### config.mk
export PLATFORM = sky130hd
export DESIGN_NAME = unbal_failure_logic
export DESIGN_NICKNAME = d
export VERILOG_FILES = /design/src/design/unbal_pkg.sv /design/src/design/pickup_timer.sv /design/src/design/unbal_failure_logic.sv
export VERILOG_INCLUDE_DIRS = /design/src /design/src/design
export SDC_FILE = /design/constraint.sdc
export NUM_CORES = 2
export LEC_CHECK = 0
export BUFFER_PORTS_ARGS = -buffer_cell sky130_fd_sc_hd__buf_2
export CORE_UTILIZATION = 50
export CTS_BUF_LIST = sky130_fd_sc_hd__clkbuf_8
export CTS_CLUSTER_DIAMETER = 100
export DETAILED_ROUTE_END_ITERATION = 10
export PLACE_DENSITY = 0.78
export RECOVER_POWER = 100
export SLEW_MARGIN = 20
export SYNTH_ARGS = -nofsm -noshare
export SYNTH_HDL_FRONTEND = slang
export SYNTH_SLANG_ARGS = --single-unit
export TNS_END_PERCENT = 100
### constraint.sdc
create_clock -name sys_clk_i -period 11.8 [get_ports sys_clk_i]
set_input_delay 0.59 -clock sys_clk_i [delete_from_list [all_inputs] [get_ports sys_clk_i]]
set_output_delay 0.59 -clock sys_clk_i [all_outputs]
set_load 0.01 [all_outputs]
### src/design/unbal_defines.svh
// Register offsets, field positions, reset values and timing counts of the unbalance block
`ifndef UNBAL_DEFINES_SVH
`define UNBAL_DEFINES_SVH

// ==========================================
// Register offsets
`define UB_REG_CTRL 8'h00
`define UB_REG_CLOSE_PU 8'h04
`define UB_REG_PEND_PU 8'h08
`define UB_REG_FAIL_PU 8'h0c
`define UB_REG_LOAD_THR 8'h10
`define UB_REG_STATUS 8'h14
`define UB_REG_EQ_BASE 8'h40
`define UB_EQ_COUNT 11

// ==========================================
// Control fields
`define UB_CTRL_DIV_LSB 0
`define UB_CTRL_MODE_LSB 4
`define UB_CTRL_RST 32'h00000000

// ==========================================
// Timing in quarter cycles (pickup maximum also in cycles), load threshold reset and divisor base shift
`define UB_QTR_PER_CYCLE 4
`define UB_PU_MAX_CYCLES 16383
`define UB_PU_MAX 16'hfffc
`define UB_PU_RST 16'h0000
`define UB_LOAD_THR_RST 16'h0001
`define UB_DIV_BASE_SHIFT 5'h03

// ==========================================
// Equation word: term mask, OR/AND select, output invert
`define UB_EQ_OP_BIT 16
`define UB_EQ_INV_BIT 17
`define UB_EQ_CLOSE_IN 32'h00010003
`define UB_EQ_LATCH_SET 32'h00000144
`define UB_EQ_LATCH_RST 32'h00020044
`define UB_EQ_PEND_A 32'h00000088
`define UB_EQ_PEND_B 32'h00000090
`define UB_EQ_PEND_C 32'h000000a0
`define UB_EQ_FAIL_A 32'h00000088
`define UB_EQ_FAIL_B 32'h00000090
`define UB_EQ_FAIL_C 32'h000000a0
`define UB_EQ_PEND_OUT 32'h00010e00
`define UB_EQ_FAIL_OUT 32'h00017000

`endif

### src/design/unbal_pkg.sv
// Types shared by the current unbalance failure logic
package unbal_pkg;

  typedef enum logic [1:0] {
    LOGIC_OFF = 2'h0,
    LOGIC_ON = 2'h1,
    LOGIC_CUSTOM = 2'h2
  } logic_sel_t;

  typedef struct packed {
    logic [15:0] a;
    logic [15:0] b;
    logic [15:0] c;
  } phase_mag_t;

  // Operand set that every equation may draw from
  typedef struct packed {
    logic const_one;
    logic [2:0] fail_out;
    logic [2:0] pend_out;
    logic close_out;
    logic latch_q;
    logic any_unbal;
    logic [2:0] unbal;
    logic load;
    logic manual_close;
    logic auto_close;
  } eq_terms_t;

endpackage

### src/design/pickup_timer.sv
// Pickup timer counting quarter cycles while its input stays asserted
`timescale 1ns/1ps
`default_nettype none

module pickup_timer (
  input wire logic sys_clk_i,
  input wire logic rst_i,
  input wire logic tick_i,
  input wire logic run_i,
  input wire logic [15:0] pickup_i,
  output logic done_o
);

  logic [15:0] cnt_r;
  logic [15:0] cnt_nxt;
  logic done_r;
  wire logic reached = (cnt_r >= pickup_i);

  // Counter saturates at the pickup so a lowered setting cannot wrap it
  assign cnt_nxt = !run_i ? 16'h0000 : (reached ? cnt_r : cnt_r + 16'h0001);

  always_ff @(posedge sys_clk_i) begin
    if (rst_i) begin
      cnt_r <= 16'h0000;
      done_r <= 1'b0;
    end else if (tick_i) begin
      cnt_r <= cnt_nxt;
      done_r <= run_i && (cnt_nxt >= pickup_i);
    end
  end

  assign done_o = done_r;

endmodule

`default_nettype wire

### src/design/unbal_failure_logic.sv
// Current unbalance pole-discordance and open-conductor failure logic with register port
//
// The implementer's own choices: the address-and-strobe port and the placing of the registers.
`include "unbal_defines.svh"
`timescale 1ns/1ps
`default_nettype none

// Operation
// - Unbalance divisor selectable among 8, 16, 32 and 64.
// - Phase flagged when its magnitude is below the three-phase sum over divisor.
// - Logic select offers off, default equations, or custom equations.
// - Custom mode lets every timer input and output be a user expression.
// - Close, pending and failure pickups span 0 to 16383 cycles, quarter steps.
// - Close timer input defaults to automatic OR manual close.
// - Latch sets on close timer output, load and any unbalance together.
// - Latch resets when load is lost or no phase is unbalanced.
// - Failure timers run on latch AND phase flag; failure output ORs them.
// - Pending-failure output is the OR of three pending timer outputs.
// - Default alarm and trip arise only after close operations.
// - Load detect asserts when a phase current exceeds its 0.01 A threshold.
module unbal_failure_logic (
  input wire logic sys_clk_i,
  input wire logic rst_i,
  input wire logic qtr_tick_i,
  input wire unbal_pkg::phase_mag_t phase_mag_i,
  input wire logic close_request_i,
  input wire logic manual_close_request_i,
  input wire logic [7:0] reg_addr_i,
  input wire logic [31:0] reg_wdata_i,
  input wire logic reg_write_i,
  input wire logic reg_read_i,
  output logic [31:0] reg_rdata_o,
  output logic load_detect_o,
  output logic [2:0] phase_unbalance_o,
  output logic unbalance_pending_failure_o,
  output logic unbalance_breaker_failure_o
);

  // ==========================================
  // Close inputs from pins
  logic [1:0] close_meta_r;
  logic [1:0] close_sync_r;

  always_ff @(posedge sys_clk_i) begin
    if (rst_i) begin
      close_meta_r <= 2'h0;
      close_sync_r <= 2'h0;
    end else begin
      close_meta_r <= {manual_close_request_i, close_request_i};
      close_sync_r <= close_meta_r;
    end
  end

  // ==========================================
  // Settings registers
  logic [1:0] divisor_code_r;
  unbal_pkg::logic_sel_t mode_r;
  logic [15:0] close_pu_r;
  logic [15:0] pend_pu_r;
  logic [15:0] fail_pu_r;
  logic [15:0] load_thr_r;
  logic [31:0] eq_r [`UB_EQ_COUNT];
  logic [31:0] eq_default [`UB_EQ_COUNT];

  assign eq_default[0] = `UB_EQ_CLOSE_IN;
  assign eq_default[1] = `UB_EQ_LATCH_SET;
  assign eq_default[2] = `UB_EQ_LATCH_RST;
  assign eq_default[3] = `UB_EQ_PEND_A;
  assign eq_default[4] = `UB_EQ_PEND_B;
  assign eq_default[5] = `UB_EQ_PEND_C;
  assign eq_default[6] = `UB_EQ_FAIL_A;
  assign eq_default[7] = `UB_EQ_FAIL_B;
  assign eq_default[8] = `UB_EQ_FAIL_C;
  assign eq_default[9] = `UB_EQ_PEND_OUT;
  assign eq_default[10] = `UB_EQ_FAIL_OUT;

  // ==========================================
  // Address decode
  wire logic sel_ctrl = (reg_addr_i == `UB_REG_CTRL);
  wire logic sel_close = (reg_addr_i == `UB_REG_CLOSE_PU);
  wire logic sel_pend = (reg_addr_i == `UB_REG_PEND_PU);
  wire logic sel_fail = (reg_addr_i == `UB_REG_FAIL_PU);
  wire logic sel_thr = (reg_addr_i == `UB_REG_LOAD_THR);
  wire logic sel_status = (reg_addr_i == `UB_REG_STATUS);
  wire logic [7:0] eq_offset = reg_addr_i - `UB_REG_EQ_BASE;
  wire logic [5:0] eq_index = eq_offset[7:2];
  wire logic sel_eq = (reg_addr_i >= `UB_REG_EQ_BASE)
    && (eq_offset[1:0] == 2'h0)
    && (eq_index < 6'(`UB_EQ_COUNT));

  // Pickups beyond 16383 cycles clamp rather than alias
  wire logic [15:0] wdata_pu = (reg_wdata_i[31:16] != 16'h0000)
    || (reg_wdata_i[15:0] > `UB_PU_MAX) ? `UB_PU_MAX : reg_wdata_i[15:0];

  // A literal cannot be part-selected, so the reset word is named first
  localparam logic [31:0] ctrl_rst = `UB_CTRL_RST;
  wire logic [1:0] wdata_mode = reg_wdata_i[`UB_CTRL_MODE_LSB +: 2];
  // The unused fourth code is refused so the mode stays a legal choice
  wire logic mode_legal = (wdata_mode != 2'h3);

  always_ff @(posedge sys_clk_i) begin
    if (rst_i) begin
      divisor_code_r <= ctrl_rst[`UB_CTRL_DIV_LSB +: 2];
      mode_r <= unbal_pkg::logic_sel_t'(ctrl_rst[`UB_CTRL_MODE_LSB +: 2]);
      close_pu_r <= `UB_PU_RST;
      pend_pu_r <= `UB_PU_RST;
      fail_pu_r <= `UB_PU_RST;
      load_thr_r <= `UB_LOAD_THR_RST;
    end else if (reg_write_i) begin
      if (sel_ctrl) begin
        divisor_code_r <= reg_wdata_i[`UB_CTRL_DIV_LSB +: 2];
        if (mode_legal) begin
          mode_r <= unbal_pkg::logic_sel_t'(wdata_mode);
        end
      end else if (sel_close) begin
        close_pu_r <= wdata_pu;
      end else if (sel_pend) begin
        pend_pu_r <= wdata_pu;
      end else if (sel_fail) begin
        fail_pu_r <= wdata_pu;
      end else if (sel_thr) begin
        load_thr_r <= reg_wdata_i[15:0];
      end
    end
  end

  // Equation words start as the defaults so custom mode begins from them
  genvar gi;
  generate
    for (gi = 0; gi < `UB_EQ_COUNT; gi++) begin : g_eq_reg
      always_ff @(posedge sys_clk_i) begin
        if (rst_i) begin
          eq_r[gi] <= eq_default[gi];
        end else if (reg_write_i && sel_eq && (eq_index == 6'(gi))) begin
          eq_r[gi] <= reg_wdata_i;
        end
      end
    end
  endgenerate

  // ==========================================
  // Unbalance comparison and load detector
  logic [2:0] unbal_r;
  logic load_r;
  wire logic [15:0] mag [3];
  wire logic [17:0] mag_sum = {2'h0, phase_mag_i.a}
    + {2'h0, phase_mag_i.b}
    + {2'h0, phase_mag_i.c};
  wire logic [4:0] div_shift = `UB_DIV_BASE_SHIFT + {3'h0, divisor_code_r};
  wire logic [2:0] unbal_now;
  wire logic [2:0] over_thr;

  assign mag[0] = phase_mag_i.a;
  assign mag[1] = phase_mag_i.b;
  assign mag[2] = phase_mag_i.c;

  // Scaling the phase up instead of dividing the sum keeps the exact ratio
  generate
    for (gi = 0; gi < 3; gi++) begin : g_phase
      wire logic [21:0] scaled = {6'h00, mag[gi]} << div_shift;
      assign unbal_now[gi] = (scaled < {4'h0, mag_sum});
      assign over_thr[gi] = (mag[gi] > load_thr_r);
    end
  endgenerate

  wire logic enabled = (mode_r != unbal_pkg::LOGIC_OFF);

  always_ff @(posedge sys_clk_i) begin
    if (rst_i) begin
      unbal_r <= 3'h0;
      load_r <= 1'b0;
    end else if (qtr_tick_i) begin
      unbal_r <= unbal_now;
      load_r <= |over_thr;
    end
  end

  // ==========================================
  // Equation evaluation
  logic latch_r;
  logic pend_out_r;
  logic fail_out_r;
  logic close_done;
  logic [2:0] pend_done;
  logic [2:0] fail_done;
  unbal_pkg::eq_terms_t terms;
  wire logic [15:0] term_vec = terms;
  wire logic [`UB_EQ_COUNT-1:0] eq_val;

  assign terms.auto_close = close_sync_r[0];
  assign terms.manual_close = close_sync_r[1];
  assign terms.load = load_r;
  assign terms.unbal = unbal_r;
  assign terms.any_unbal = |unbal_r;
  assign terms.latch_q = latch_r;
  assign terms.close_out = close_done;
  assign terms.pend_out = pend_done;
  assign terms.fail_out = fail_done;
  assign terms.const_one = 1'b1;

  // Each word selects terms, joins them by AND or OR, then may invert
  generate
    for (gi = 0; gi < `UB_EQ_COUNT; gi++) begin : g_eq
      wire logic [31:0] word = (mode_r == unbal_pkg::LOGIC_CUSTOM)
        ? eq_r[gi] : eq_default[gi];
      wire logic [15:0] mask = word[15:0];
      wire logic any_sel = |(term_vec & mask);
      wire logic all_sel = (|mask) && (&(term_vec | ~mask));
      wire logic raw = word[`UB_EQ_OP_BIT] ? any_sel : all_sel;
      assign eq_val[gi] = enabled && (raw ^ word[`UB_EQ_INV_BIT]);
    end
  endgenerate

  // Default close input is automatic OR manual close
  wire logic close_timer_input = eq_val[0];
  wire logic unbalance_latch_set = eq_val[1];
  wire logic unbalance_latch_reset = eq_val[2];
  wire logic [2:0] pend_in = eq_val[5:3];
  wire logic [2:0] fail_in = eq_val[8:6];

  // ==========================================
  // Latch and outputs
  // Reset dominates so a set and reset together never leave the latch armed
  always_ff @(posedge sys_clk_i) begin
    if (rst_i) begin
      latch_r <= 1'b0;
      pend_out_r <= 1'b0;
      fail_out_r <= 1'b0;
    end else if (qtr_tick_i) begin
      if (unbalance_latch_reset || !enabled) begin
        latch_r <= 1'b0;
      end else if (unbalance_latch_set) begin
        latch_r <= 1'b1;
      end
      pend_out_r <= eq_val[9];
      fail_out_r <= eq_val[10];
    end
  end

  // ==========================================
  // Pickup timers: close, pending a..c, failure a..c
  wire logic [6:0] tmr_run = {fail_in, pend_in, close_timer_input};
  wire logic [15:0] tmr_pu [7];
  wire logic [6:0] tmr_done;

  assign tmr_pu[0] = close_pu_r;
  assign tmr_pu[1] = pend_pu_r;
  assign tmr_pu[2] = pend_pu_r;
  assign tmr_pu[3] = pend_pu_r;
  assign tmr_pu[4] = fail_pu_r;
  assign tmr_pu[5] = fail_pu_r;
  assign tmr_pu[6] = fail_pu_r;

  generate
    for (gi = 0; gi < 7; gi++) begin : g_tmr
      pickup_timer u_tmr (
        .sys_clk_i(sys_clk_i),
        .rst_i(rst_i),
        .tick_i(qtr_tick_i),
        .run_i(tmr_run[gi]),
        .pickup_i(tmr_pu[gi]),
        .done_o(tmr_done[gi])
      );
    end
  endgenerate

  assign close_done = tmr_done[0];
  assign pend_done = tmr_done[3:1];
  assign fail_done = tmr_done[6:4];

  // ==========================================
  // Register read port
  wire logic [31:0] ctrl_view = {26'h0, mode_r, 2'h0, divisor_code_r};
  wire logic [31:0] status_view = {
    18'h0,
    fail_out_r,
    pend_out_r,
    fail_done,
    pend_done,
    close_done,
    latch_r,
    load_r,
    unbal_r
  };
  wire logic [31:0] eq_view = sel_eq ? eq_r[eq_index[3:0]] : 32'h0;
  wire logic [31:0] rd_mux = sel_ctrl ? ctrl_view
    : sel_close ? {16'h0, close_pu_r}
    : sel_pend ? {16'h0, pend_pu_r}
    : sel_fail ? {16'h0, fail_pu_r}
    : sel_thr ? {16'h0, load_thr_r}
    : sel_status ? status_view
    : eq_view;

  logic [31:0] rdata_r;

  // Unmapped addresses read zero; data stands for the one cycle after the strobe
  always_ff @(posedge sys_clk_i) begin
    if (rst_i) begin
      rdata_r <= 32'h0;
    end else if (reg_read_i) begin
      rdata_r <= rd_mux;
    end else begin
      rdata_r <= 32'h0;
    end
  end

  assign reg_rdata_o = rdata_r;
  assign load_detect_o = load_r;
  assign phase_unbalance_o = unbal_r;
  assign unbalance_pending_failure_o = pend_out_r;
  assign unbalance_breaker_failure_o = fail_out_r;

endmodule

`default_nettype wire

==> flow_summary.ini <==
[logic_synthesis]
syn_nets = 4692
synth_seq_cells = 582
yosysWarnings = 0
synth.area.top_cells = edfxtp_1 26%, dfxtp_1 11%, ha_1 11%
syn_avg_cell_area_um2 = 9.54
yosys.area.top_type = edfxtp_1
synthDistinctLibCells = 91
ys_seq_area_share_pct = 37.6
synth_most_common_cell = nor2_1
synth_top_area_share_pct = 26.2
synthTopCellsByCount = 359 x nor2_1, 352 x edfxtp_1, 346 x ha_1
syn_inst = 4234
synthFlopType = edfxtp_1
synth_area_um2 = 40400
async_flop_share_pct = 0
synth_edf_count = 352

[detailed_routing]
final_antenna_net_count = 0
drc_errors = 2
via_per_inst = 6.68
wire_per_inst_um = 27.9
wirelength_um = 151000
first_pass_iters = 11
drt_iter0_drc = 4971
dr_total_vias = 36202

[floorplanning]
die_area_um2 = 81900
die_h_um = 286
num_rows = 103
io_pins = 133
initial_core_util_pct = 50.8
fp.coreArea_um2 = 79500
die_w_um = 286

[final_layout]
utilization_pct = 55.2
n_fill_cell = 6987
seqCellArea_um2 = 15200
multiInputGateArea_um2 = 23700
post_layout_nonfiller_instances = 5422
areaGrowthSynthToFinish_pct = 8.74
layout.nets = 4739
drive_above_1_share_pct = 9.60

[power]
cellPowerDensity_nw_per_um2 = 114
vdd_drop_max_mv = 0.122
p_leak_nw = 16.0

[sta]
clock.fmax_ghz = 0.138
tns_ns = 0
setup_viol = 0
slew_violations = 760
fin_hold_ws_ns = 0.0651
setup_slack_ns = 4.56
fin_skew_ns = 0.0496
rsz0062_at_grt = false
worst_pin_slew_ns = 3.89
post-route-min-period_ns = 7.24
period_share_pct = 61.4
hold_viol = 0
slew_headroom_pct = -159

[clocking]
insertion_delay_ns = 0.77
cts_buffers = 99
post_cts_buffers = 0
clk_pin_slew_ns = 0.06
cts_buffer_depth = 3
cts_hold_repair.buffers = 0
cts_resized = 0
cts_num_sinks = 582
htreeDepth = 3
tritoncts = yes
cts-root-buf = clkbuf_8

[global_route]
grt_pass1_vias = 33995
grt_pass1_wl_um = 221000
gr-total-overflow = 0
grtUsageTotal_pct = 36.1
antenna_found_initial = 8
grt_max_degree = 80

[worst_setup_path]
crit_path_start_kind = input port
path_cells = clkbuf_1 > nand2_1 > inv_1 > o21ai_0 > nand3_1 > or3_1 > or3_1 > clkbuf_1 > o21ai_0 > clkbuf_1
cp_common_cell = clkbuf_1
critPathKind = in2reg
worst_ep_arrival_time_ns = 7.49
worstPathRequired_ns = 12.04
crit_slowest_cell = clkbuf_1
crit_path_end_kind = register
path_max_fanout = 44
critPathMaxStageDelay_ns = 2.68

[run]
cap_violations = 26

[placed_design]
port_buffers = 132
dp_slack_ns = 6.60
dpl.hpwl_um = 106000
routabilityCongestion = 1.04
placed_cells = 5228

[worst_hold_path]
hold_path.class = in2reg

[status]
violations = design-rule violations, max-capacitance violations, max-slew violations
outcome = finished with violations
-- cells by family (layout without fill, tap and decap cells) --
group,count (synthesis),count (layout),synth area share [%]
AO/OA/AOI/OAI,1015,1015,17.0
XOR/XNOR,123,123,2.67
adder cells (fa/ha/maj),363,363,11.6
buffers and inverters,404,534,3.92
flip-flops,582,582,37.6
multiplexers,205,205,7.30
other,0,8,0
AND/OR/NAND/NOR,1542,1542,20.0
-- stage by stage --
stage	instance area, µm²	total power [mW]
2_1_floorplan	40400	2.73
3_3_place_gp	42000	3.01
3_5_place_dp	42000	3.01
4_1_cts	44200	5.01
5_1_grt	43900	5.17
6_report	43900	5.02
-- critical path, delay by kind of cell --
family | cells | cell delay [ns]
buf+inv | 4 | 4.39
simple gates | 4 | 1.51
compound gates | 2 | 0.93
-- path summary, 6_finish.rpt --
| kind | endpoint | slack (ns) | from | cells past startpoint |
|---|---|---|---|---|
| setup / recovery | eq_r[8][11] | 4.56 | reg_addr_i[2] | 10 |
| hold / removal | close_meta_r[1] | 0.07 | manual_close_request_i | 2 |
| setup reg to reg | g_tmr[2].u_tmr.done_o | 4.56 | load_detect_o | 20 |
| hold reg to reg | close_sync_r[1] | 0.48 | close_meta_r[1] | 1 |
-- layout make-up --
type / count / share of cell area, %
Clock buffer: 119 / 3.73
Timing Repair Buffer: 207 / 2.35
Tap cell: 1050 / 2.99
Sequential cell: 582 / 34.5
Clock inverter: 65 / 1.28
Multi-Input combinational cell: 3248 / 53.8
Antenna cell: 8 / 0.0456
Inverter: 143 / 1.22
-- report_power, final --
group / switching, mW / total, mW / internal [mW]
combinational: 0.454 / 0.704 / 0.250
sequential: 0.0759 / 2.30 / 2.22
clock: 0.914 / 2.02 / 1.11
total: 1.44 / 5.02 / 3.58
-- sequential cells by signal, summed over array words and instances (netlist names) --
signal                       flops
divisor_code_r                   2
eq_r                           352
mode_r                           2
close_meta_r                     2
g_tmr.u_tmr.done_o               7
reg_rdata_o                     32
g_tmr.u_tmr.cnt_r              112
phase_unbalance_o                3
load_thr_r                      16
latch_r                          1
close_pu_r                      16
pend_pu_r                       16
unbalance_pending_failure_o      1
close_sync_r                     2
load_detect_o                    1
unbalance_breaker_failure_o      1
fail_pu_r                       16
-- routing by layer --
layer / GRT usage, % / vias up / routed length [µm]
met3: 7.64 / 526 / 16500
met2: 55.5 / 2311 / 65800
met4: 18.8 / 0 / 9280
li1: - / 15952 / -
met5: 0 / - / 0
met1: 48.0 / 17413 / 59500
-- cell usage in the layout (no fill, tap or decap), types with 50 or more instances in the layout --
| cell | Yosys | final |
|---|---|---|
| nor3_1 | 71 | 71 |
| a31oi_1 | 50 | 50 |
| a211oi_1 | 90 | 90 |
| ha_1 | 346 | 346 |
| a22oi_1 | 79 | 79 |
| dfxtp_1 | 230 | 229 |
| nand3_1 | 78 | 78 |
| nor2_1 | 359 | 359 |
| clkbuf_8 | 0 | 119 |
| mux4_2 | 68 | 68 |
| o21ai_0 | 189 | 191 |
| nand4_1 | 68 | 68 |
| a21o_1 | 72 | 72 |
| nor2b_1 | 77 | 76 |
| clkbuf_1 | 199 | 77 |
| mux2i_1 | 99 | 99 |
| and2_1 | 338 | 155 |
| inv_1 | 130 | 156 |
| buf_2 | 40 | 94 |
| edfxtp_1 | 352 | 352 |
| nand2_1 | 268 | 265 |
| and2_0 | 2 | 185 |
| nand2b_1 | 63 | 63 |
| a21oi_1 | 215 | 216 |
| xor2_1 | 52 | 52 |
| xnor2_1 | 71 | 71 |
(Power assumes the default switching activity.)
